**config.mk**
```make
export PLATFORM = sky130hd
export DESIGN_NAME = smbus_target
export DESIGN_NICKNAME = d
export VERILOG_FILES = /design/src/logic/byte_fifo.v /design/src/logic/smbus_target.v
export VERILOG_INCLUDE_DIRS = /design/src /design/src/common
export SDC_FILE = /design/constraint.sdc
export NUM_CORES = 1
export LEC_CHECK = 0
export BUFFER_PORTS_ARGS = -buffer_cell sky130_fd_sc_hd__clkbuf_2
export CAP_MARGIN = 20
export CELL_PAD_IN_SITES_DETAIL_PLACEMENT = 1
export CELL_PAD_IN_SITES_GLOBAL_PLACEMENT = 1
export CORE_UTILIZATION = 49
export DETAILED_ROUTE_END_ITERATION = 6
export PLACE_DENSITY = 0.85
export SYNTH_ARGS = -nofsm -noshare
export SYNTH_HDL_FRONTEND = slang
export SYNTH_SLANG_ARGS = --single-unit
```
**constraint.sdc**
```tcl
create_clock -name clock -period 4.3 [get_ports clock]
set_input_delay 0.86 -clock clock [delete_from_list [all_inputs] [get_ports clock]]
set_output_delay 0.86 -clock clock [all_outputs]
set_load 0.1 [all_outputs]
```
**src/common/smbus_target_consts.vh**
```
// Purpose: constants for the smbus target register access block
// Assumes: 10 MHz system clock
// Notes:   addresses are 7-bit, the r/w bit is appended on the wire
`ifndef SMBUS_TARGET_CONSTS_VH
`define SMBUS_TARGET_CONSTS_VH

`define ADDR_SEL_LOW      7'h2c
`define ADDR_SEL_HIGH     7'h2d
`define ADDR_NO_SELECT    7'h2e
`define ALERT_RESP_ADDR   7'h0c
`define CLK_FREQ_HZ       10000000
`define BUS_TIMEOUT_MS    35
`define BUS_TIMEOUT_CYC   ((`CLK_FREQ_HZ / 1000) * `BUS_TIMEOUT_MS)
`define PTR_RESET         8'h00
`define BYTE_BITS         4'h8
`define FIFO_DEPTH        8

`endif

```
**src/logic/byte_fifo.v**
```verilog
// Purpose: small synchronous fifo with valid/ready on both sides
// Assumes: single clock, synchronous active-high reset
// Notes:   depth must be a power of two
`timescale 1ns/1ps
module byte_fifo #(
  parameter WIDTH = 8,
  parameter DEPTH = 8,
  parameter AW    = 3
) (
  input  wire             clock,
  input  wire             rst,
  input  wire [WIDTH-1:0] in_data,
  input  wire             in_valid,
  output wire             in_ready,
  output reg  [WIDTH-1:0] out_data,
  output wire             out_valid,
  input  wire             out_ready
);
  reg [WIDTH-1:0] mem_r [0:DEPTH-1];
  reg [AW:0]      wr_r;
  reg [AW:0]      rd_r;
  wire            full;
  wire            empty;
  wire            push;
  wire            pop;
  wire [AW-1:0]   head_idx;

  // extra pointer bit tells full from empty
  assign full      = (wr_r[AW] != rd_r[AW]) && (wr_r[AW-1:0] == rd_r[AW-1:0]);
  assign empty     = (wr_r == rd_r);
  assign in_ready  = ~full;
  assign out_valid = ~empty;
  assign push      = in_valid & ~full;
  assign pop       = out_ready & ~empty;
  // slot that is the head after this edge
  assign head_idx  = pop ? rd_r[AW-1:0] + 1'b1 : rd_r[AW-1:0];

  // storage write
  always @(posedge clock) begin
    if (push) begin
      mem_r[wr_r[AW-1:0]] <= in_data;
    end
  end

  // pointers and registered head word
  always @(posedge clock) begin
    if (rst) begin
      wr_r     <= {(AW+1){1'b0}};
      rd_r     <= {(AW+1){1'b0}};
      out_data <= {WIDTH{1'b0}};
    end else begin
      if (push) begin
        wr_r <= wr_r + 1'b1;
      end
      if (pop) begin
        rd_r <= rd_r + 1'b1;
      end
      // a word written into the new head slot bypasses the array, which still holds old data
      if (push && wr_r[AW-1:0] == head_idx) begin
        out_data <= in_data;
      end else begin
        out_data <= mem_r[head_idx];
      end
    end
  end
endmodule // byte_fifo

```
**src/logic/smbus_target.v**
```verilog
// Purpose: smbus target giving a host access to an internal register file
// Assumes: 10 MHz clock, scl/sda pins sampled through two flip-flops
// Notes:   register writes leave through a fifo; read data comes from a port
//
// Functional notes
// - straps pick address 0x2c, 0x2d or 0x2e
// - each byte is eight bits plus ack
// - sda rising during scl high is stop
// - direction fixed at start of each operation
// - one or two write bytes, one read byte
// - first write byte loads the register pointer
// - second write byte stores to pointed register
// - read without pointer write uses current pointer
// - send byte only sets the pointer
// - write byte writes data to register
// - receive byte returns pointed register contents
// - repeated start accepted instead of stop
// - read byte: pointer write then repeated start
// - alert output is active-low open drain
// - alerting target answers alert response address
// - lowest address wins, losers release sda
// - alert released only when cause is gone
// - address fixed at eighth rising edge of match
// - 35 ms bus idle releases bus unless disabled
`timescale 1ns/1ps
`include "smbus_target_consts.vh"
module smbus_target #(
  parameter TIMEOUT_CYC = `BUS_TIMEOUT_CYC,
  parameter FIFO_DEPTH  = `FIFO_DEPTH
) (
  input  wire       clock,
  input  wire       rst,
  input  wire       scl_in,
  input  wire       sda_in,
  output wire       sda_out,
  output wire       sda_oe,
  output wire       alert_n_out,
  output wire       alert_n_oe,
  input  wire       address_enable_strap,
  input  wire       address_select_strap,
  input  wire       bus_timeout_disable,
  input  wire       alert_cause,
  output reg  [7:0] reg_ptr,
  input  wire [7:0] reg_rdata,
  output wire [15:0] wr_data,
  output wire       wr_valid,
  input  wire       wr_ready
);
  localparam ST_IDLE  = 3'h0;
  localparam ST_ADDR  = 3'h1;
  localparam ST_AACK  = 3'h2;
  localparam ST_WBYTE = 3'h3;
  localparam ST_WACK  = 3'h4;
  localparam ST_RBYTE = 3'h5;
  localparam ST_RACK  = 3'h6;
  localparam ST_SKIP  = 3'h7;

  reg  [1:0]  scl_s_r;
  reg  [1:0]  sda_s_r;
  reg  [1:0]  en_s_r;
  reg  [1:0]  sel_s_r;
  reg         scl_d_r;
  reg         sda_d_r;
  reg  [2:0]  state_r;
  reg  [3:0]  bit_r;
  reg  [7:0]  shift_r;
  reg  [1:0]  wcnt_r;
  reg         drive_low_r;
  reg         lost_r;
  reg         ara_r;
  reg  [6:0]  addr_r;
  reg         addr_locked_r;
  reg         alert_r;
  reg  [31:0] idle_cnt_r;
  reg         fifo_push_r;
  reg  [15:0] fifo_word_r;
  wire        scl;
  wire        sda;
  wire        scl_rise;
  wire        scl_fall;
  wire        start_ev;
  wire        stop_ev;
  wire [6:0]  strap_addr;
  wire [6:0]  my_addr;
  wire        fifo_in_ready;
  wire        timeout;

  ////////////////////////////////////////////////////////////////////////////
  // pin synchronisers; the first stage feeds only the second
  always @(posedge clock) begin
    if (rst) begin
      scl_s_r <= 2'h3;
      sda_s_r <= 2'h3;
      scl_d_r <= 1'b1;
      sda_d_r <= 1'b1;
    end else begin
      scl_s_r <= {scl_s_r[0], scl_in};
      sda_s_r <= {sda_s_r[0], sda_in};
      scl_d_r <= scl_s_r[1];
      sda_d_r <= sda_s_r[1];
    end
  end

  assign scl      = scl_s_r[1];
  assign sda      = sda_s_r[1];
  assign scl_rise = scl & ~scl_d_r;
  assign scl_fall = ~scl & scl_d_r;
  // sda moving while scl high marks start or stop, never data
  assign start_ev = scl & scl_d_r & sda_d_r & ~sda;
  assign stop_ev  = scl & scl_d_r & ~sda_d_r & sda;

  ////////////////////////////////////////////////////////////////////////////
  // address straps; once locked they are no longer looked at
  // straps are pins too: two flops before the address decode reads them
  always @(posedge clock) begin
    en_s_r  <= {en_s_r[0], address_enable_strap};
    sel_s_r <= {sel_s_r[0], address_select_strap};
  end

  assign strap_addr = en_s_r[1] ? `ADDR_NO_SELECT :
                      (sel_s_r[1] ? `ADDR_SEL_HIGH : `ADDR_SEL_LOW);
  assign my_addr    = addr_locked_r ? addr_r : strap_addr;

  always @(posedge clock) begin
    if (rst) begin
      addr_r        <= `ADDR_SEL_LOW;
      addr_locked_r <= 1'b0;
    end else if (state_r == ST_ADDR && scl_rise && bit_r == 4'h7 && !addr_locked_r &&
                 shift_r[6:0] == strap_addr) begin
      // eighth rising edge: seven address bits are in the shifter
      addr_r        <= strap_addr;
      addr_locked_r <= 1'b1;
    end
  end

  ////////////////////////////////////////////////////////////////////////////
  // alert line follows its cause; cleared only when the cause has gone
  always @(posedge clock) begin
    if (rst) begin
      alert_r <= 1'b0;
    end else begin
      alert_r <= alert_cause;
    end
  end

  assign alert_n_out = 1'b0;
  assign alert_n_oe  = alert_r;

  ////////////////////////////////////////////////////////////////////////////
  // idle timeout; counts while a transfer is open and nothing moves
  assign timeout = !bus_timeout_disable && (idle_cnt_r >= TIMEOUT_CYC - 1);

  always @(posedge clock) begin
    if (rst || state_r == ST_IDLE || scl_rise || scl_fall) begin
      idle_cnt_r <= 32'h0;
    end else if (!timeout) begin
      idle_cnt_r <= idle_cnt_r + 32'h1;
    end
  end

  ////////////////////////////////////////////////////////////////////////////
  // write stream: pointer and data leave as one word per second (data) write byte
  always @(posedge clock) begin
    if (rst) begin
      fifo_push_r <= 1'b0;
      fifo_word_r <= 16'h0;
    end else if (fifo_push_r && !fifo_in_ready) begin
      fifo_push_r <= 1'b1;                            // hold until accepted
    end else begin
      fifo_push_r <= 1'b0;
      // a full fifo nacks the byte, so it must not be queued later either
      if (state_r == ST_WBYTE && scl_fall && bit_r == `BYTE_BITS && wcnt_r == 2'h1 &&
          fifo_in_ready) begin
        fifo_push_r <= 1'b1;
        fifo_word_r <= {reg_ptr, shift_r};
      end
    end
  end

  byte_fifo #(
    .WIDTH (16),
    .DEPTH (FIFO_DEPTH),
    .AW    (3)
  ) u_fifo (
    .clock     (clock),
    .rst       (rst),
    .in_data   (fifo_word_r),
    .in_valid  (fifo_push_r),
    .in_ready  (fifo_in_ready),
    .out_data  (wr_data),
    .out_valid (wr_valid),
    .out_ready (wr_ready)
  );

  ////////////////////////////////////////////////////////////////////////////
  // main bit engine; bit_r counts scl rises within a byte
  always @(posedge clock) begin
    if (rst) begin
      state_r     <= ST_IDLE;
      bit_r       <= 4'h0;
      shift_r     <= 8'h0;
      wcnt_r      <= 2'h0;
      drive_low_r <= 1'b0;
      lost_r      <= 1'b0;
      ara_r       <= 1'b0;
      reg_ptr     <= `PTR_RESET;
    end else if (start_ev) begin
      // repeated start is just another start; direction is chosen anew
      state_r     <= ST_ADDR;
      bit_r       <= 4'h0;
      wcnt_r      <= 2'h0;
      drive_low_r <= 1'b0;
      lost_r      <= 1'b0;
      ara_r       <= 1'b0;
    end else if (stop_ev || timeout) begin
      state_r     <= ST_IDLE;
      drive_low_r <= 1'b0;
    end else begin
      case (state_r)
        ST_ADDR: begin
          if (scl_rise) begin
            shift_r <= {shift_r[6:0], sda};
            bit_r   <= bit_r + 4'h1;
          end else if (scl_fall && bit_r == `BYTE_BITS) begin
            bit_r <= 4'h0;
            if (shift_r[7:1] == my_addr) begin
              state_r     <= ST_AACK;
              drive_low_r <= 1'b1;
            end else if (shift_r[7:1] == `ALERT_RESP_ADDR && shift_r[0] && alert_r) begin
              state_r     <= ST_AACK;
              ara_r       <= 1'b1;
              drive_low_r <= 1'b1;
            end else begin
              state_r <= ST_SKIP;
            end
          end
        end
        ST_AACK: begin
          if (scl_fall) begin
            bit_r <= 4'h0;
            if (shift_r[0]) begin
              state_r <= ST_RBYTE;
              // answer is own address with r/w low, or the pointed register
              shift_r     <= ara_r ? {my_addr, 1'b0} : reg_rdata;
              drive_low_r <= ara_r ? ~my_addr[6] : ~reg_rdata[7];
            end else begin
              state_r     <= ST_WBYTE;
              drive_low_r <= 1'b0;
            end
          end
        end
        ST_WBYTE: begin
          if (scl_rise) begin
            shift_r <= {shift_r[6:0], sda};
            bit_r   <= bit_r + 4'h1;
          end else if (scl_fall && bit_r == `BYTE_BITS) begin
            bit_r <= 4'h0;
            if (wcnt_r == 2'h0) begin
              reg_ptr     <= shift_r;
              wcnt_r      <= 2'h1;
              state_r     <= ST_WACK;
              drive_low_r <= 1'b1;
            end else if (wcnt_r == 2'h1) begin
              wcnt_r      <= 2'h2;
              state_r     <= ST_WACK;
              drive_low_r <= fifo_in_ready;           // full stream refuses the byte
            end else begin
              state_r <= ST_SKIP;                     // third byte gets no ack
            end
          end
        end
        ST_WACK: begin
          if (scl_fall) begin
            state_r     <= ST_WBYTE;
            drive_low_r <= 1'b0;
          end
        end
        ST_RBYTE: begin
          if (scl_rise) begin
            // arbitration: released high but line low means we lost
            if (!drive_low_r && !sda) begin
              lost_r <= 1'b1;
            end
            bit_r <= bit_r + 4'h1;
          end else if (scl_fall) begin
            if (bit_r == `BYTE_BITS || lost_r) begin
              state_r     <= (bit_r == `BYTE_BITS) ? ST_RACK : ST_SKIP;
              drive_low_r <= 1'b0;
            end else begin
              shift_r     <= {shift_r[6:0], 1'b0};
              drive_low_r <= ~shift_r[6];
            end
          end
        end
        ST_RACK: begin
          if (scl_rise) begin
            // only one byte per read, whatever the host answers
            state_r <= ST_SKIP;
          end
        end
        ST_SKIP: begin
          drive_low_r <= 1'b0;
        end
        default: begin
          state_r     <= ST_IDLE;
          drive_low_r <= 1'b0;
        end
      endcase
    end
  end

  // open drain: we only ever pull low
  assign sda_out = 1'b0;
  assign sda_oe  = drive_low_r & ~lost_r;
endmodule // smbus_target

```
# --- Word level (Yosys, flattened, before mapping) ---
# Memory sizes are Yosys's and may differ from the RTL's. A register that Yosys moved wholly into a read port is not among the register bits.
# Index checks and enable logic that the tools add are counted.
# W data, S select, Z words.
totals:
  register_bits: 104
  ramBits: 128
  input_bits: 17
  output_inout_bits: 29
  memories: 1
mem_list:
  columns: ["memory", "depth", "width", "rd", "rd_ports_with_merged_regs", "write_ports", "line_no", "source"]
  rows:
  - ["u_fifo.mem_r", 8, 16, 1, 1, 1, "byte_fifo.v:19", "reg [WIDTH-1:0] mem_r [0:DEPTH-1];"]
op_classes:
  addsub: 5
  order_cmp: 1
  eq_ne: 44
  muxes: 58
  n_bitwise: 27
  reduce_logical: 42
ops:
  columns: ["cell", "n"]
  rows:
  - ["$mux W8", 7]
  - ["$mux W3", 14]
  - ["$reduce_and A11 Y1", 3]
  - ["$add A32 B1 Y32 const B", 1]
  - ["$ge A32 B19 Y1 const B", 1]
  - ["$ne A4 B4 Y1 const B", 6]
  - ["$pmux W8 S3", 1]
  - ["$mux W1", 23]
  - ["$ne A2 B2 Y1 const B", 11]
  - ["$pmux W3 S7", 1]
  - ["$not A1 Y1", 17]
  - ["$mux W4", 4]
  - ["$logic_and A1 B1 Y1", 15]
  - ["$add A4 B1 Y4 const B", 3]
  - ["$eq A3 B3 Y1 const B", 4]
  - ["$pmux W4 S3", 1]
  - ["$reduce_and A6 Y1", 2]
  - ["$and A1 B1 Y1", 10]
  - ["$mux W2", 5]
  - ["$reduce_and A5 Y1", 2]
  - ["$ne A3 B1 Y1 const B", 3]
  - ["$reduce_and A9 Y1", 1]
  - ["$ne A4 B2 Y1 const B", 2]
  - ["$ne A4 B3 Y1 const B", 2]
  - ["27 further kinds", 38]

# --- Depth between registers and ports, before layout ---
depth:
  ltp_word: 10
  mapped_depth: 11
  mapped_depth_nobuf: 9

# --- By module ---
# A second synthesis with hierarchy kept.
hier_totals:
  hier_cells: 977
  area_unflattened_um2: 10973.0
by_module_without_submodules:
  columns: ["module", "n_inst", "cells_per_inst", "area_per_inst_um2", "seq_area_each_um2"]
  rows:
  - ["byte_fifo", 1, 419, 6393.6, 4324.1]
  - ["smbus_target", 1, 558, 4579.4, 1821.7]

# --- Worst setup path after synthesis ---
# OpenSTA, ideal clock, no wires.
synth_path:
  kind: "flip-flop to flip-flop"
  start: "reg u_fifo.wr_r[0]"
  end: "mem u_fifo.mem_r[1][0], enable pin"
  setup_time_ps: 436
  arrival_ps: 2689
  required_ps: 3864
  slack_ps: 1175
  path_stages_with_launch: 6
  n_path_buf: 1
  synth_period_minus_slack_ps: 3125
  path_cell_list: "dfxtp_1 -> buf_2 -> xnor2_2 -> nand4_1 -> nand2_1 -> nor4b_1"
synth_between:
  elab_chain_len: 6
synth_lines:
  columns: ["item", "line_no", "source"]
  rows:
  - ["from (decl)", "byte_fifo.v:20", "reg [AW:0] wr_r;"]
  - ["from (signal assigned)", "byte_fifo.v:48", "wr_r <= {(AW+1){1'b0}};"]
  - ["from (signal assigned)", "byte_fifo.v:53", "wr_r <= wr_r + 1'b1;"]
  - ["$eq A3 B3 Y1", "byte_fifo.v:29", "assign full = (wr_r[AW] != rd_r[AW]) && (wr_r[AW-1:0] == rd_r[AW-1:0]);"]
  - ["$logic_and A1 B1 Y1", "byte_fifo.v:29", null]
  - ["$not A1 Y1", "byte_fifo.v:33", "assign push = in_valid & ~full;"]
  - ["$and A1 B1 Y1", "byte_fifo.v:33", null]
  - ["$mux W1", "byte_fifo.v:40", "if (push) begin"]
  - ["$mux W1 (implied by the code)", "byte_fifo.v:41", "mem_r[wr_r[AW-1:0]] <= in_data;"]
  - ["to (decl)", "byte_fifo.v:19", null]
# Several ways; a longest one is shown, not always the timed one.

# --- Worst setup path after layout ---
layout_path:
  start: "reg u_fifo.rd_r[0]"
  end: "reg u_fifo.out_data[15] (read register of u_fifo.mem_r)"
layout_between:
  elab_chain_len: 4
layout_lines:
  columns: ["item", "line_no", "source"]
  rows:
  - ["from (decl)", "byte_fifo.v:21", "reg [AW:0] rd_r;"]
  - ["from (signal assigned)", "byte_fifo.v:49", "rd_r <= {(AW+1){1'b0}};"]
  - ["from (signal assigned)", "byte_fifo.v:56", "rd_r <= rd_r + 1'b1;"]
  - ["parallel branches: the longest is 3 deep, another holds $add A3 B1 Y3", null, null]
  - ["$mux W3 *", "byte_fifo.v:36", "assign head_idx = pop ? rd_r[AW-1:0] + 1'b1 : rd_r[AW-1:0];"]
  - ["to (decl)", "byte_fifo.v:15", "output reg [WIDTH-1:0] out_data,"]
# Mark *: on every way between the ends.
# A chain may end at the register's enable or synchronous reset.

==> metrics.csv <==
stage,metric,value,unit
layout,final_cell_area,0.0119,sq mm
timing,rsz0062_at_grt,false,
setup_path,r2r_slack,800,ps
timing,period_share,0.815,
layout,final_util,0.564,
synthesis,synth_area_leader_cell,edfxtp_1,
synthesis,syn_area,0.0106,sq mm
routing,drt_iter0_drc,439,
clock_tree,cts_tree,yes,
floorplan,placement_rows,53,
setup_path,startpoint_type,register,
layout,layout_commonest_cell,edfxtp_1,
place,dp_cells,1252,
synthesis,synth_ff_type,edfxtp_1,
synthesis,synth_edf_count,128,
setup_path,cpMostUsedCell,nor3_1,
timing,setup_viol,0,
setup_path,rr_worst_depth,7,
clock_tree,cts_root_buffer,clkbuf_16,
place,placed_area,0.0110,sq mm
setup_path,worstReg2RegEnd,u_fifo.out_data[15]$_SDFF_PP0_,
layout,final_cell_mix,"128 x edfxtp_1, 115 x dfxtp_1, 101 x nor2_1, 92 x o22ai_1, 72 x nand2_1",
synthesis,synth_mux_area_frac,0.0282,
floorplan,initial_core_util,0.501,
floorplan,die_w,149,microns
synthesis,synth_seq_cells,243,
run_status,outcome,"finished, final reports clean",
timing,fin_tns_setup,0,ps
min_path,hold_path_class,register to register,
clock_tree,cts_setup_buffers,0,
setup_path,arrival,3880,ps
setup_path,crit_required,4680,ps
run,drv_cap,0,
routing,wl_per_cell,22.3,microns
clock_tree,cts_buffers,26,
clock_tree,cts.clk_slew.worst_paths,70,ps
layout,syn_to_final_growth,12.6,%
clock_tree,worst_skew_pair.late_latency,550,ps
power_and_ir_drop,p_leak,3.93,nW
floorplan,design.core.area,0.0211,sq mm
routing,viasPerCell,6.23,
synthesis,synth-seq-area-share,0.582,
synthesis,synthSimpleGateAreaFrac,0.190,
power_and_ir_drop,vdd_drop_max,0.000528,V
floorplan,io_pins,46,
routing,first_pass_iters,5,
power_and_ir_drop,power.density,434,mW/mm^2
synthesis,synthDistinctLibCells,69,
grt,grt_pass1_wl,45600,microns
setup_path,crit_fanout,19,
synthesis,synth_top_family_by_area,simple AND/OR/NAND/NOR gates,
clock_tree,holdBufCountCts,0,
routing,vias,8109,
timing,worst_pin_slew,1030,ps
timing,relSlewSlack,0.312,
clock_tree,ctsLongestPathBuffers,3,
grt,grt_max_degree,73,
synthesis,async_reset_ff_frac,0,
routing,drt-total-wl,29000,microns
grt,grt-ovfl-total,0,
min_path,hp-start,en_s_r[0]$_DFF_P_,
timing,hold_violations,0,
floorplan,die-area,0.0221,sq mm
synthesis,yosysWarnings,0,
setup_path,endpoint_kind,register,
layout,drive_above_1_share,0.134,
setup_path,slowest_stage,o41ai_2,
layout,fillers,2255,
layout,nNetsFinal,1028,
min_path,whs_endpoint,en_s_r[1]$_DFF_P_,
grt,grt_pass1_vias,8416,
synthesis,synth_fa_ha_area_frac,0.00592,
setup_path,path_class,register to register,
setup_path,slowest_delay,750,ps
setup_path,path_cells,xor2_1 -> o41ai_2 -> nand2_1 -> o22ai_1 -> nor4_1 -> nor3_1 -> nor3_1,
synthesis,synth_cells,985,
timing,slew_violations,0,
setup_path,r2r-start,u_fifo.rd_r[0]$_SDFFE_PP0P_,
routing,ant_nets,0,
place,gp_congestion,0.852,
grt,grt.total_usage,0.265,
floorplan,dieHeight,149,microns
timing,finalClockSkew,23.3,ps
synthesis,synth_compound_area_frac,0.123,
timing,final.min_clock_period,3500,ps
layout,antenna_cells,0,
synthesis,synth-xor-area-share,0.0355,
clock_tree,cts_resized,0,
layout,stdcell_count,1301,
place,port_buffers,43,
timing,clock.fmax,0.285,GHz
synthesis,avgSynthCellArea,10.7,sq um
synthesis,netlist.area_leader.share,0.364,
place,dp_hpwl,18200,microns
routing,drc,0,
timing,holdWs,325,ps
min_path,hold-path-cell-count,0,
clock_tree,cts.sinks,243,
synthesis,synthTopCellsByArea,"edfxtp_1 36%, dfxtp_1 22%, o22ai_1 5.5%",
grt,antenna_found_initial,0,
clock_tree,htree_num_levels,1,
[registers in the layout, summed over array words and instances (netlist names), 2 cells and up, named ones only]
signal / count
u_fifo.wr_r: 4
reg_ptr: 8
wcnt_r: 2
state_r: 3
addr_r: 2
idle_cnt_r: 32
sda_s_r: 2
bit_r: 4
u_fifo.rd_r: 4
scl_s_r: 2
u_fifo.mem_r: 128
shift_r: 8
u_fifo.out_data: 16
sel_s_r: 2
en_s_r: 2
fifo_word_r: 16
[per-layer routing]
metal / GRT usage / wire length (microns)
met1: 0.319 / 11700
met2: 0.485 / 15300
met3: 0.0324 / 1040
met4: 0.0974 / 933
met5: 0 / 0
[cell type report]
class	instances	area [sq um]	area share
clock inverter	18	203	0.0170
multi-input combinational	658	4110	0.345
clock buffer	30	666	0.0560
tap	275	344	0.0289
sequential	243	6150	0.517
timing repair buffer	63	373	0.0314
inverter	14	52.6	0.00442
[worst max-delay path: cells and delay by family (launching register included)]
family	cells	cell delay (ps)
XOR/XNOR	1	250
flip-flops	1	730
AO/OA/AOI/OAI	2	1160
AND/OR/NAND/NOR	4	1190
[cell families after synthesis]
| group | after synthesis |
|---|---|
| simple gates | 383 |
| flops | 243 |
| compound gates | 198 |
| buf+inv | 85 |
| xor+xnor | 42 |
| mux | 28 |
| fa+ha+maj | 5 |
| other cells | 1 |
[per-stage QoR]
step	setup WS, ps	total power (W)
after floorplan	1170	0.00284
after global placement	1180	0.00291
after detailed placement	999	0.00292
after CTS	912	0.00518
after global routing	679	0.00532
final	796	0.00516
[cell usage after synthesis (all sizes together), types with 19 or more instances]
| cell type | n |
|---|---|
| nor3 | 56 |
| o22ai | 92 |
| dfxtp | 115 |
| edfxtp | 128 |
| a21oi | 33 |
| clkbuf | 46 |
| nor4 | 39 |
| nand3 | 19 |
| xnor2 | 33 |
| nand2 | 72 |
| buf | 25 |
| nor2 | 101 |
| mux2i | 27 |
[worst max-delay path by stage]
stage / slack (ps) / start / cells after the start / endpoint
2_1_floorplan: 1170 / u_fifo.wr_r[0]$_SDFFE_PP0P_ / 5 / u_fifo.mem_r[1][0]$_DFFE_PP_
3_3_place_gp: 1180 / wr_ready / 7 / u_fifo.out_data[9]$_SDFF_PP0_
3_5_place_dp: 1000 / u_fifo.rd_r[0]$_SDFFE_PP0P_ / 7 / u_fifo.out_data[11]$_SDFF_PP0_
4_1_cts: 910 / u_fifo.rd_r[0]$_SDFFE_PP0P_ / 7 / u_fifo.out_data[15]$_SDFF_PP0_
5_1_grt: 680 / u_fifo.rd_r[0]$_SDFFE_PP0P_ / 7 / u_fifo.out_data[1]$_SDFF_PP0_
6_report: 800 / u_fifo.rd_r[0]$_SDFFE_PP0P_ / 7 / u_fifo.out_data[15]$_SDFF_PP0_
[power breakdown]
group / total, W / internal [W] / leakage, nW / switching, W
logic: 0.000354 / 0.000119 / 1.39 / 0.000235
clock network: 0.00227 / 0.00135 / 0.416 / 0.000923
registers: 0.00253 / 0.00245 / 2.12 / 0.0000808
total: 0.00516 / 0.00392 / 3.93 / 0.00124
(Power assumes the default switching activity.)
